$ cat src/prc_pkg.sv
// Package with register map, field positions and timing constants
//
// Contract
// - Transmitter stays powered for programmed delay times 8 clocks plus 2.
// - Loopback bit 5 routes own transmission into the receiver.
// - Receiver enable bit 4 changes take effect only after current reception.
// - Hard or Cable Reset reception clears receiver enable automatically.
// - Hard/Cable Reset reception disabled after reset until enable first set.
// - Protocol reset leaves receiver enable unchanged.
// - Receiver reset bit 3 holds receive queue in reset while set.
// - Protocol reset also resets receiver hardware.
// - Timer auto-enabled by auto-response with retries or ack wait no retries.
// - Timer expiry without acknowledge sets timeout flag and interrupt.
// - Enabled timer starts at transmission end; software disables on ack.
// - Expired timer stays expired until next transmission start reloads it.
// - Same timer serves as test receive error timer in test transmissions; tx_test_mode_in is unused, so the timer runs alike in every transmission.
// - Bit 1 selects FIFO header order: status/length or length+1/status.
// - Cable Reset detection only when bit 0 is set.
package prc_pkg;
    localparam logic [15:0] PRC_ADDR_PD_DELAY  = 16'h1A0C;
    localparam logic [15:0] PRC_ADDR_RX_CONTROL_A  = 16'h1A40;
    localparam logic [15:0] PRC_ADDR_STATUS    = 16'h1A50;
    localparam logic [15:0] PRC_ADDR_IRQ_STAT  = 16'h1A51;
    localparam logic [15:0] PRC_ADDR_IRQ_MASK  = 16'h1A52;
    localparam logic [15:0] PRC_ADDR_TMR_LOAD  = 16'h1A53;
    localparam logic [7:0]  PRC_RST_PD_DELAY   = 8'h00;
    localparam logic [7:0]  PRC_RST_TMR_LOAD   = 8'h24;
    localparam int          PRC_BIT_CABLE_DET  = 0;
    localparam int          PRC_BIT_HDR_FMT    = 1;
    localparam int          PRC_BIT_TMR_EN     = 2;
    localparam int          PRC_BIT_RX_RST     = 3;
    localparam int          PRC_BIT_RX_EN      = 4;
    localparam int          PRC_BIT_LOOPBACK   = 5;
    localparam int          PRC_IRQ_TIMEOUT    = 0;
    localparam int          PRC_IRQ_HARD_RST   = 1;
    localparam int          PRC_IRQ_CABLE_RST  = 2;
    localparam int          PRC_PD_UNIT_CLKS   = 8;
    localparam int          PRC_PD_EXTRA_CLKS  = 2;
    localparam int          PRC_TMR_UNIT_NS    = 1000;
    localparam int          PRC_CLK_PERIOD_NS  = 25;
    localparam int          PRC_TMR_UNIT_CLKS  =
        PRC_TMR_UNIT_NS / PRC_CLK_PERIOD_NS;
endpackage : prc_pkg

$ cat src/prc_rx_control.sv
// Receive control, ack wait timer and transmitter power-down delay
`timescale 1ns/1ps
`default_nettype none
module prc_rx_control
    import prc_pkg::*;
(
    input  wire logic        clk_sys_in,
    input  wire logic        sys_rst_in,
    input  wire logic        mac_software_reset_in,
    input  wire logic        protocol_reset_in,
    input  wire logic [15:0] reg_addr_in,
    input  wire logic [7:0]  reg_wdata_in,
    input  wire logic        reg_wr_in,
    input  wire logic        reg_rd_in,
    output logic      [7:0]  reg_rdata_out,
    input  wire logic        tx_request_in,
    input  wire logic        tx_start_in,
    input  wire logic        tx_end_in,
    input  wire logic        tx_test_mode_in,
    input  wire logic        auto_response_enable_in,
    input  wire logic [2:0]  retry_limit_in,
    input  wire logic        wait_for_ack_in,
    input  wire logic        ack_received_in,
    input  wire logic        rx_busy_in,
    input  wire logic        hard_reset_seen_in,
    input  wire logic        cable_reset_seen_in,
    output logic             tx_power_out,
    output logic             rx_active_out,
    output logic             rx_queue_reset_out,
    output logic             loopback_out,
    output logic             hdr_len_first_out,
    output logic             cable_detect_out,
    output logic             reset_rx_allowed_out,
    output logic             ack_wait_timeout_flag_out,
    output logic             irq_out
);
    import prc_pkg::*;

    typedef enum logic [1:0] {PRC_PD_IDLE, PRC_PD_ON, PRC_PD_DELAY} prc_pd_t;

    logic       soft_rst;
    logic [7:0] pd_delay_reg;
    logic [5:0] ctl_reg;
    logic       rx_en_reg;
    logic       rx_en_pend_reg;
    logic       rx_en_req_reg;
    logic       armed_reg;
    logic [7:0] tmr_load_reg;
    logic [2:0] irq_stat_reg;
    logic [2:0] irq_mask_reg;
    logic [2:0] irq_set;
    logic       tmr_run_reg;
    logic       tmr_expired_reg;
    logic [7:0] tmr_cnt_reg;
    logic [5:0] tmr_pre_reg;
    logic       tmr_enabled;
    prc_pd_t    pd_state_reg;
    logic [10:0] pd_cnt_reg;
    logic       wr_ctl;
    logic       hard_rx;
    logic       cable_rx;

    assign soft_rst = sys_rst_in | mac_software_reset_in;
    assign wr_ctl   = reg_wr_in && reg_addr_in == PRC_ADDR_RX_CONTROL_A;

    assign hard_rx  = armed_reg & hard_reset_seen_in;
    assign cable_rx = armed_reg & ctl_reg[PRC_BIT_CABLE_DET]
                      & cable_reset_seen_in;

    assign tmr_enabled = ctl_reg[PRC_BIT_TMR_EN]
        | (auto_response_enable_in & (retry_limit_in != 3'h0))
        | (wait_for_ack_in & (retry_limit_in == 3'h0));

    // Configuration registers
    always_ff @(posedge clk_sys_in)
    begin
        if (soft_rst)
        begin
            pd_delay_reg <= PRC_RST_PD_DELAY;
            ctl_reg      <= 6'h00;
            tmr_load_reg <= PRC_RST_TMR_LOAD;
            irq_mask_reg <= 3'h0;
        end
        else if (reg_wr_in)
        begin
            case (reg_addr_in)
                PRC_ADDR_PD_DELAY: pd_delay_reg <= reg_wdata_in;
                PRC_ADDR_RX_CONTROL_A: ctl_reg <= reg_wdata_in[5:0];
                PRC_ADDR_TMR_LOAD: tmr_load_reg <= reg_wdata_in;
                PRC_ADDR_IRQ_MASK: irq_mask_reg <= reg_wdata_in[2:0];
                default: ;
            endcase
        end
    end

    always_ff @(posedge clk_sys_in)
    begin
        if (soft_rst)
        begin
            rx_en_reg      <= 1'b0;
            rx_en_pend_reg <= 1'b0;
            rx_en_req_reg  <= 1'b0;
        end
        else
        begin
            if (hard_rx | cable_rx)
            begin
                rx_en_pend_reg <= 1'b0;
                rx_en_reg      <= 1'b0;
            end
            else if (wr_ctl & rx_busy_in)
            begin
                rx_en_pend_reg <= 1'b1;
                rx_en_req_reg  <= reg_wdata_in[PRC_BIT_RX_EN];
            end
            else if (wr_ctl)
            begin
                rx_en_reg      <= reg_wdata_in[PRC_BIT_RX_EN];
                rx_en_pend_reg <= 1'b0;
            end
            else if (rx_en_pend_reg & ~rx_busy_in)
            begin
                rx_en_reg      <= rx_en_req_reg;
                rx_en_pend_reg <= 1'b0;
            end
        end
    end

    // reset reception armed once enable first set
    always_ff @(posedge clk_sys_in)
    begin
        if (soft_rst)
            armed_reg <= 1'b0;
        else if (rx_en_reg)
            armed_reg <= 1'b1;
    end

    // ack wait timer in microsecond ticks
    always_ff @(posedge clk_sys_in)
    begin
        if (soft_rst | protocol_reset_in)
        begin
            tmr_run_reg     <= 1'b0;
            tmr_expired_reg <= 1'b0;
            tmr_cnt_reg     <= 8'h00;
            tmr_pre_reg     <= 6'h00;
        end
        else if (tx_start_in)
        begin
            tmr_run_reg     <= 1'b0;
            tmr_expired_reg <= 1'b0;
            tmr_cnt_reg     <= tmr_load_reg;
            tmr_pre_reg     <= 6'h00;
        end
        else if (tx_end_in & tmr_enabled & ~tmr_expired_reg)
        begin
            tmr_run_reg <= 1'b1;
            tmr_cnt_reg <= tmr_load_reg;
            tmr_pre_reg <= 6'h00;
        end
        else if (tmr_run_reg & (~tmr_enabled | ack_received_in))
            tmr_run_reg <= 1'b0;
        else if (tmr_run_reg)
        begin
            if (tmr_pre_reg == 6'(PRC_TMR_UNIT_CLKS - 1))
            begin
                tmr_pre_reg <= 6'h00;
                if (tmr_cnt_reg == 8'h00)
                begin
                    tmr_run_reg     <= 1'b0;
                    tmr_expired_reg <= 1'b1;
                end
                else
                    tmr_cnt_reg <= tmr_cnt_reg - 8'h01;
            end
            else
                tmr_pre_reg <= tmr_pre_reg + 6'h01;
        end
    end

    assign irq_set = {cable_rx, hard_rx,
        tmr_run_reg & tmr_enabled & ~ack_received_in
        & (tmr_pre_reg == 6'(PRC_TMR_UNIT_CLKS - 1))
        & (tmr_cnt_reg == 8'h00)};

    // sticky status, set wins over clear
    always_ff @(posedge clk_sys_in)
    begin
        if (soft_rst)
            irq_stat_reg <= 3'h0;
        else if (reg_wr_in && reg_addr_in == PRC_ADDR_IRQ_STAT)
            irq_stat_reg <= (irq_stat_reg & ~reg_wdata_in[2:0]) | irq_set;
        else
            irq_stat_reg <= irq_stat_reg | irq_set;
    end

    always_ff @(posedge clk_sys_in)
    begin
        if (soft_rst)
        begin
            pd_state_reg <= PRC_PD_IDLE;
            pd_cnt_reg   <= 11'h000;
        end
        else
        begin
            case (pd_state_reg)
                PRC_PD_IDLE:
                    if (tx_request_in | tx_start_in)
                        pd_state_reg <= PRC_PD_ON;
                PRC_PD_ON:
                    if (tx_end_in)
                    begin
                        pd_state_reg <= PRC_PD_DELAY;
                        pd_cnt_reg   <= 11'({pd_delay_reg, 3'h0})
                            + 11'(PRC_PD_EXTRA_CLKS - 1);
                    end
                PRC_PD_DELAY:
                    if (tx_request_in | tx_start_in)
                        pd_state_reg <= PRC_PD_ON;
                    else if (pd_cnt_reg == 11'h000)
                        pd_state_reg <= PRC_PD_IDLE;
                    else
                        pd_cnt_reg <= pd_cnt_reg - 11'h001;
                default: pd_state_reg <= PRC_PD_IDLE;
            endcase
        end
    end

    // Registered outputs
    always_ff @(posedge clk_sys_in)
    begin
        if (sys_rst_in)
        begin
            tx_power_out              <= 1'b0;
            rx_active_out             <= 1'b0;
            rx_queue_reset_out        <= 1'b1;
            loopback_out              <= 1'b0;
            hdr_len_first_out         <= 1'b0;
            cable_detect_out          <= 1'b0;
            reset_rx_allowed_out      <= 1'b0;
            ack_wait_timeout_flag_out <= 1'b0;
            irq_out                   <= 1'b0;
        end
        else
        begin
            tx_power_out  <= pd_state_reg != PRC_PD_IDLE;
            rx_active_out <= rx_en_reg;
            rx_queue_reset_out <= ctl_reg[PRC_BIT_RX_RST] | protocol_reset_in
                | mac_software_reset_in;
            loopback_out      <= ctl_reg[PRC_BIT_LOOPBACK];
            hdr_len_first_out <= ctl_reg[PRC_BIT_HDR_FMT];
            cable_detect_out  <= armed_reg & ctl_reg[PRC_BIT_CABLE_DET];
            reset_rx_allowed_out      <= armed_reg;
            ack_wait_timeout_flag_out <= irq_stat_reg[PRC_IRQ_TIMEOUT];
            // Mask bit set hides the matching status bit
            irq_out <= |(irq_stat_reg & ~irq_mask_reg);
        end
    end

    // Register read port
    always_ff @(posedge clk_sys_in)
    begin
        if (sys_rst_in | ~reg_rd_in)
            reg_rdata_out <= 8'h00;
        else
        begin
            case (reg_addr_in)
                PRC_ADDR_PD_DELAY: reg_rdata_out <= pd_delay_reg;
                PRC_ADDR_RX_CONTROL_A:
                    reg_rdata_out <= {2'h0, ctl_reg[5], rx_en_reg,
                                      ctl_reg[3:0]};
                PRC_ADDR_STATUS:
                    reg_rdata_out <= {4'h0, rx_en_pend_reg, armed_reg,
                                      tmr_expired_reg, tmr_run_reg};
                PRC_ADDR_IRQ_STAT: reg_rdata_out <= {5'h00, irq_stat_reg};
                PRC_ADDR_IRQ_MASK: reg_rdata_out <= {5'h00, irq_mask_reg};
                PRC_ADDR_TMR_LOAD: reg_rdata_out <= tmr_load_reg;
                default: reg_rdata_out <= 8'h00;
            endcase
        end
    end
endmodule : prc_rx_control
`default_nettype wire

$ cat config.mk
export PLATFORM = sky130hd
export DESIGN_NAME = prc_rx_control
export DESIGN_NICKNAME = d
export VERILOG_FILES = /design/src/prc_pkg.sv /design/src/prc_rx_control.sv
export SDC_FILE = /design/constraint.sdc
export NUM_CORES = 1
export LEC_CHECK = 0
export ABC_AREA = 1
export BUFFER_PORTS_ARGS = -buffer_cell sky130_fd_sc_hd__buf_2
export CAP_MARGIN = 20
export CORE_MARGIN = 2
export CORE_UTILIZATION = 55
export CTS_CLUSTER_SIZE = 10
export DETAILED_ROUTE_END_ITERATION = 7
export PLACE_DENSITY = 0.74
export SLEW_MARGIN = 10
export SYNTH_ARGS = -nofsm -noshare
export SYNTH_HDL_FRONTEND = slang
export SYNTH_SLANG_ARGS = --single-unit
$ cat constraint.sdc
create_clock -name clk_sys_in -period 4.44 [get_ports clk_sys_in]
set_clock_uncertainty 0.1 [all_clocks]
set_input_delay 0 -clock clk_sys_in [delete_from_list [all_inputs] [get_ports clk_sys_in]]
set_output_delay 0 -clock clk_sys_in [all_outputs]
set_load 0.005 [all_outputs]
-- After elaboration in Yosys (flattened, before gate mapping)
Index checks and enable logic that the tools add are counted.
- register bits after elaboration: 78
- bits of input ports: 43
- output and inout port bits: 17
- word-level logic and storage cells: 140
- add/sub/neg operators: 4
- equal/unequal tests: 16
- muxes and demuxes: 28
- bitwise gates (word level): 39
- reduce and logical (&&, ||, !) cells: 28
- operator list (cell ; count):
    16-bit by 13-bit equality test with 1-bit output, second input constant ; 6
    8-bit two-way mux ; 6
    8-bit case mux with 6 select lines ; 1
    11-bit two-way mux ; 3
    11-bit case mux with 2 select lines ; 1
    1-bit bitwise AND ; 14
    2-bit AND reduction ; 7
    3-bit nonzero test ; 4
    11-bit by 1-bit adder with 11-bit output, second input constant ; 1
    11-bit zero test ; 1
    11-bit by 1-bit subtractor with 11-bit output, second input constant ; 1
    1-bit two-way mux ; 10
    1-bit bitwise OR ; 10
    3-bit != test, second input constant ; 3
    1-bit NOT ; 9
    8-bit zero test ; 1
    2-bit two-way mux ; 4
    2-bit != test, second input constant ; 4
    4-bit AND reduction ; 2
    8-bit by 1-bit subtractor with 8-bit output, second input constant ; 1
    6-bit by 1-bit adder with 6-bit output, second input constant ; 1
    3-bit bitwise AND ; 2
    6-bit equality test, second input constant ; 1
    6-bit two-way mux ; 1
    14 further kinds ; 21

-- Logic depth before layout (Yosys ltp)
Gate-level depths: netlist of run 1.
- depth in word-level cells: 10
- mapped depth: 11
- mapped depth without buffers: 11

-- Worst setup path before layout of run 1
No wires, ideal clock.
- kind: register to register
- from: register tmr_pre_reg[0]
- to: register tmr_cnt_reg[7]
- library setup time: 0.109 ns
- arrival: 1.369 ns
- required time: 4.231 ns
- slack: 2.862 ns
- cell stages (with the launch flop): 10
- path buffers: 1
- period minus slack after synthesis: 1.578 ns
- path through: dfxtp_1 > ha_1 > nand2_2 > nor3_4 > nand4_2 > buf_6 > nand3_1 > nand3_1 > nand2_1 > inv_1
- cells in the longest elaborated chain, start to end: 3
- ends and longest elaborated chain (what ; line ; RTL):
    start: declaration ; prc_rx_control.sv:55 ; logic [5:0] tmr_pre_reg;
    start signal: assignment ; prc_rx_control.sv:177 ; tmr_pre_reg <= tmr_pre_reg + 6'h01;
    6-bit equality test ; prc_rx_control.sv:165 ; if (tmr_pre_reg == 6'(PRC_TMR_UNIT_CLKS - 1))
    3-bit nonzero test (no source line) ; -- ;
    4-bit AND reduction (no source line) ; -- ;
    end signal: assignment ; prc_rx_control.sv:152 ; tmr_cnt_reg <= tmr_load_reg;
    end signal: assignment ; prc_rx_control.sv:158 ; tmr_cnt_reg <= tmr_load_reg;
    end signal: assignment ; prc_rx_control.sv:174 ; tmr_cnt_reg <= tmr_cnt_reg - 8'h01;
    end: declaration ; prc_rx_control.sv:54 ; logic [7:0] tmr_cnt_reg;
No other way between the ends.
A chain may end at the register's enable or synchronous reset.

-- Worst setup path after layout of run 1
- from: input sys_rst_in
- to: register tmr_cnt_reg[0]
- cells in the longest elaborated chain, start to end: 2
- ends and longest elaborated chain (what ; line ; RTL):
    start: declaration ; prc_rx_control.sv:8 ; input wire logic sys_rst_in,
    1-bit bitwise OR ; prc_rx_control.sv:63 ; assign soft_rst = sys_rst_in | mac_software_reset_in;
    1-bit bitwise OR ; prc_rx_control.sv:141 ; if (soft_rst | protocol_reset_in)
No other way between the ends.

==> out/metrics.cfg, run 1 <==
[cells_and_area]
finish.net_count = 721
largest_register_ff_count = 11
insertedDiodeCount = 0
growth_of_design_area_from_synthesis_to_finish_pct = 19.12
drive_above_1_share_pct = 15.66

[yosys]
avgSynthCellArea_um2 = 6.829
yosys-top-cells-count = nand2_1 (114), nor2_1 (91), dfxtp_1 (77)
synth_sequential_area_ratio_pct = 38.00
synthTopCellsByArea = dfxtp_1 (38%), nand2_1 (11%), nor2_1 (8.4%), inv_1 (6.9%), nand3_1 (6.7%)
synth_mux_area_share_pct = 0
synth_seq_cells = 77
yosys_top_cell_area_share_pct = 38.00
yosysMostFrequentCell = nand2_1
compound_gate_portion_of_the_synthesized_area_pct = 12.83
commonest_register_cell_after_synthesis = dfxtp_1
synth_nets = 642
count_of_warnings_emitted_by_yosys = 0
ys_async_sr_fraction_pct = 0
synth_fa_ha_area_share_pct = 1.542
synth_top_family_by_area = simple AND/OR/NAND/NOR gates
number_of_enable_flip_flop_cells_after_synthesis = 0
synth.lib_cells_used.distinct = 39
synth_area_um2 = 4056
synth_xor_area_share_pct = 1.295
netlist.top_cell.by_area = dfxtp_1
synth_simple_gate_area_share_pct = 36.37
syn-instance-count = 594

[sta]
max_slew_margin_pct = 52.79
post-route-period-util_pct = 59.49
finalSetupViolCount = 0
worstMarginPinSlew_ns = 0.7064
final_worst_path_period_need_ns = 2.641
grt_setup_unrepaired = no
max_freq_mhz = 378.6
final.setup.tns_ns = 0
final_max_slew_viol_count = 0
final-hold-violation-count = 0

[power]
total_power_mw = 1.412
ir_drop_v = 0.0002044
p_per_area_nw_per_um2 = 292.3
total_leakage_power_nw = 2.175

[floorplan]
pin_count = 60
core-area_um2 = 7214
die_w_um = 89.88
die_area_um2 = 8078
die_height_um = 89.88
initial_utilization_pct = 56.23
number_of_placement_rows = 31

[routing]
drt_first_iter_violations = 332
drt_first_pass_iters = 5
detailroute.via_count = 4063
drt-total-wl_mm = 10.19
detail_route.vias_per_cell = 5.236
number_of_antenna_violating_nets_in_the_routed_design = 0
drcViolationCount = 0
detail_route.wl_per_cell_um = 13.13

[setup_path]
worst_r2r_startpoint = tmr_pre_reg[0]$_SDFFE_PP0P_
critPathLaunchType = input port
path_max_fanout = 33
r2r_setup_slack_ns = 2.58
worst_setup_path_startpoint = sys_rst_in
worst-setup-path-type = in2reg
critical_path.endpoint_type = flop
critical_path.cell_chain = dlygate4sd3_1, buf_2, nor2_4, inv_1, nor2_1, inv_1, a21oi_1, o21ai_0, nor2_1
timing.critical_path.slowest_stage_cell = nor2_4
worst_ep_arrival_time_ns = 2.83
slowest_delay_ns = 0.57
cp_data_required_time_ns = 4.63

[clocking]
cts.htree.levels = 3
post-cts-setup-buffers = 0
cts_max_path_buffers = 2
insertion_delay_ns = 0.35
clock-root-buffer = clkbuf_8
clock_transition_at_the_registers_of_the_reported_paths_ns = 0.08
numCtsBuffers = 9
sink_count_of_the_clock_tree = 77
tritoncts = built
cts_resized = 0

[hold_path]
hold_path.class = in2reg
hold_sp = reg_addr_in[1]

[job]
maxCapViolations = 0

[global_route]
first_global_vias = 3666
wire_length_of_the_first_global_routing_pass_mm = 16.93
grt_use_total_pct = 25.75
grt_start_max_net_pins = 34
grt_antenna_before_repair = 0
globalRoute.totalOverflow = 0

[place]
dpl.hpwl_mm = 7.272
globalplace.congestion = 0.9947
io_buffer_count = 58

[status]
status = finished clean

path summary, 6_finish.rpt:
path | to | depth (start not counted)
min | reg_rdata_out[1]$_SDFF_PP0_ | 5
max | tmr_cnt_reg[0]$_SDFFE_PP0P_ | 9
max reg2reg | tmr_cnt_reg[2]$_SDFFE_PP0P_ | 7
min reg2reg | hdr_len_first_out$_SDFF_PP0_ | 2
report_power, final:
group,total (mW),switching (mW),internal (mW)
sequential,0.697,0.00303,0.694
combinational,0.130,0.0799,0.0501
clock,0.585,0.257,0.328
area by class of cell:
cell class / count / area [µm²]
fillers: 665 / 2382
multi-input cells: 424 / 2111
flip-flops and latches: 77 / 1541
repair buffers: 84 / 550.5
inverters: 77 / 291.5
clock buffers: 11 / 141.4
well taps: 99 / 123.9
clock inverters: 4 / 72.57
cells by family after synthesis:
family                     count (synthesis)
buffers and inverters                     93
DFF                                       77
and+or+nand+nor                          318
xor gates and xnor gates                   6
adders and majority gates                  5
AOI/OAI and AO/OA                         95
per-stage QoR:
| step | area, µm² | util, % | hold slack (ns) | setup slack, ns | std cells |
|---|---|---|---|---|---|
| global route | 4832 | 66.98 | 0.02513 | 1.561 | 776 |
| finish | 4832 | 66.98 | 0.01573 | 1.799 | 776 |
| global placement | 4358 | 60.41 | 0.1679 | 2.104 | 735 |
| CTS | 4832 | 66.98 | 0.005530 | 1.865 | 776 |
| detailed placement | 4358 | 60.41 | 0.1683 | 2.049 | 735 |
| floorplan | 4056 | - | -0.02153 | 2.862 | 594 |
placed cells by master, fill, tap and decap left out, types with 2 or more instances in the layout:
cell,count
o21ai_2,2
inv_1,75
dfxtp_1,77
nor3b_1,2
nor2_4,7
o211ai_1,2
a21oi_1,46
buf_2,58
nor2_2,4
nor2_1,91
dlygate4sd3_1,26
nand3_1,54
o21ai_1,6
a21oi_2,2
bufinv_16,2
nand4_1,14
nand2_4,2
nand2_2,5
nand3_2,3
nand3b_1,2
ha_1,5
or2_2,3
xor2_1,3
nor3_1,14
o21ai_0,31
clkbuf_8,10
nand2_1,114
xnor2_1,3
worst max-delay path, delay by kind of cell:
family	cells	cell delay, ns
buffers and inverters	4	1.43
and+or+nand+nor	3	1.14
AOI/OAI and AO/OA	2	0.25
metal layers:
metal / vias up / routed length [µm] / track usage, %
li1: 2078 / - / -
met2: 129 / 4694 / 40.85
met4: 0 / 321 / 12.82
met3: 22 / 541 / 3.856
met5: - / 0 / 0
met1: 1834 / 4633 / 34.39
repair_timing:
item | 4_1_cts | 5_1_grt
hold buffers | 26 | 0
endpoints found under the setup margin | 0 | 0
endpoints found under the hold margin | 59 | 0
(Power assumes the default switching activity.)
==> run 2: changes to the inputs <==
- CORE_UTILIZATION: 55 -> 52
- clock period: 4.44 -> 2.2 ns (I/O delays scaled with it)
==> out/metrics.cfg, run 2 (synthesized netlist as in run 1, its figures left out) <==
[clocking]
numCtsBuffers = 9  ; unchanged
clock_transition_at_the_registers_of_the_reported_paths_ns = 0.08  ; about the same
sink_count_of_the_clock_tree = 77  ; unchanged
cts_max_path_buffers = 2  ; unchanged
insertion_delay_ns = 0.35  ; about the same
tritoncts = built
clock-root-buffer = clkbuf_8
cts.htree.levels = 3  ; unchanged

[global_route]
wire_length_of_the_first_global_routing_pass_mm = 17.52  ; +3.5%
grt_antenna_before_repair = 0  ; unchanged
grt_use_total_pct = 25.55  ; -0.19 points
globalRoute.totalOverflow = 0  ; unchanged
first_global_vias = 3872  ; +5.6%
grt_start_max_net_pins = 33  ; -2.9%

[power]
ir_drop_v = 0.0004114  ; +100%
total_power_mw = 3.049  ; +120%
total_leakage_power_nw = 2.162  ; -0.62%
p_per_area_nw_per_um2 = 632.1  ; +120%

[cells_and_area]
finish.net_count = 716  ; -0.69%
insertedDiodeCount = 0  ; unchanged
leading_cell_types_in_the_layout_fill_and_taps_excluded = nand2_1 (114), nor2_1 (91), dfxtp_1 (77), inv_1 (75), buf_2 (58)
layoutNonFillerInstCount = 775  ; -0.13%
drive_above_1_share_pct = 16.34  ; +0.69 points
seq_area_um2 = 1541  ; unchanged
layout_commonest_cell = nand2_1
final.fill_count = 711  ; +6.9%
multi_input_comb_area_um2 = 2111  ; unchanged
final_design_area_no_fill_um2 = 4823  ; -0.18%
growth_of_design_area_from_synthesis_to_finish_pct = 18.91
largest_register_ff_count = 11  ; unchanged
finish.utilization_pct = 63.07  ; -3.9 points

[routing]
drt_first_iter_violations = 264  ; -20%
detailroute.via_count = 4015  ; -1.2%
drcViolationCount = 0  ; unchanged
number_of_antenna_violating_nets_in_the_routed_design = 0  ; unchanged
drt_first_pass_iters = 5  ; unchanged
drt-total-wl_mm = 10.06  ; -1.3%
detail_route.vias_per_cell = 5.181  ; -1.1%
detail_route.wl_per_cell_um = 12.98  ; -1.2%

[floorplan]
core-area_um2 = 7647  ; +6.0%
die_w_um = 92.32  ; +2.7%
pin_count = 60  ; unchanged
initial_utilization_pct = 53.04  ; -3.2 points
die_height_um = 92.32  ; +2.7%
die_area_um2 = 8523  ; +5.5%
number_of_placement_rows = 32  ; +3.2%

[status]
status = finished clean

[setup_path]
path_max_fanout = 13  ; -61%
worst-setup-path-type = reg2reg
critPathLaunchType = flop
critical_path.cell_chain = ha_1, nand2_2, nor3_4, nand4_2, nor2_1, nor2_1, a21oi_1
critical_path.endpoint_type = flop
cp_data_required_time_ns = 2.37  ; -2.26 ns
cp_top_family = simple AND/OR/NAND/NOR gates
timing.critical_path.slowest_stage_cell = dfxtp_1
critical_path_buf_inv_count = 0  ; -4
r2r_setup_slack_ns = 0.37  ; -2.21 ns
worst_ep_arrival_time_ns = 2.00  ; -0.83 ns
critPathMostFrequentCell = nor2_1
slowest_delay_ns = 0.40  ; -0.17 ns

[sta]
max_freq_mhz = 546.3
worstMarginPinSlew_ns = 0.5516  ; -0.1548 ns
final_worst_path_period_need_ns = 1.830
final.setup.tns_ns = 0  ; unchanged
final-hold-violation-count = 0  ; unchanged
max_slew_margin_pct = 63.23  ; +10 points
post-route-period-util_pct = 83.20
grt_setup_unrepaired = no
finalSetupViolCount = 0  ; unchanged
final_max_slew_viol_count = 0  ; unchanged

[place]
area_after_dpl_um2 = 4384  ; +0.60%
globalplace.congestion = 0.9164  ; -7.9%
io_buffer_count = 58  ; unchanged
dpl.hpwl_mm = 7.304  ; +0.44%
post-place-cells = 741  ; +0.82%

[job]
maxCapViolations = 0  ; unchanged

[hold_path]
hold_path.class = in2reg

[run 2: changes by cell type in the layout (fill, tap and decap cells not counted), sizes merged]
cell,before,now
clkinvlp,1,0
dlygate4sd3,26,18
buf,58,61
clkbuf,11,13
bufinv,2,3
clkinv,1,0
[run 2: per-stage QoR]
| stage | hold slack (ns) | setup WS, ns |
|---|---|---|
| 6_report | 0.01382 | 0.3696 |
| 5_1_grt | 0.01105 | 0.1481 |
| 4_1_cts | 0.001848 | 0.3709 |
| 3_5_place_dp | 0.1749 | 0.4072 |
| 3_3_place_gp | 0.1754 | 0.4402 |
| 2_1_floorplan | -0.02153 | 0.6223 |
[run 2: worst reg2reg max path: stages (launching register included)]
cell and delay [ns]:
dfxtp_1 0.40, ha_1 0.22, nand2_2 0.09, nor3_4 0.26
nand4_2 0.31, nor2_1 0.18, nor2_1 0.05, a21oi_1 0.14
[run 2: area by class of cell]
| class | count | area share [%] |
|---|---|---|
| Timing Repair Buffer | 79 | 10.22 |
| Tap cell | 102 | 2.646 |
| Inverter | 77 | 6.044 |
| Clock buffer | 13 | 3.502 |
| Sequential cell | 77 | 31.96 |
| Multi-Input combinational cell | 424 | 43.76 |
| Clock inverter | 3 | 1.868 |
[run 2: final timing paths]
| check | startpoint | endpoint | cells past startpoint |
|---|---|---|---|
| max | tmr_pre_reg[0]$_SDFFE_PP0P_ | tmr_cnt_reg[3]$_SDFFE_PP0P_ | 7 |
| min | mac_software_reset_in | rx_queue_reset_out$_SDFF_PP1_ | 5 |
| max reg2reg | tmr_pre_reg[0]$_SDFFE_PP0P_ | tmr_cnt_reg[3]$_SDFFE_PP0P_ | 7 |
| min reg2reg | tmr_load_reg[3]$_SDFFE_PP0P_ | reg_rdata_out[3]$_SDFF_PP0_ | 2 |
[run 2: power by group]
group | switching, mW | total (mW) | internal [mW] | leakage, nW
Combinational | 0.161 | 0.264 | 0.103 | 1.41
Sequential | 0.00606 | 1.41 | 1.40 | 0.621
Clock | 0.530 | 1.38 | 0.848 | 0.130
[run 2: timing repair]
item,CTS,global route
hold buffers,18,0
buffers inserted,0,0
hold endpoints to repair,51,0
gates resized for setup,0,0
[run 2: metal layers]
metal / GRT usage, % / wire length [µm] / part of all wire, % / up-vias
li1: - / - / - / 2071
met1: 34.33 / 4709 / 47 / 1805
met2: 41.73 / 4610 / 46 / 119
met3: 3.580 / 509 / 5.1 / 20
met4: 9.826 / 228 / 2.3 / 0
met5: 0 / 0 / 0 / -
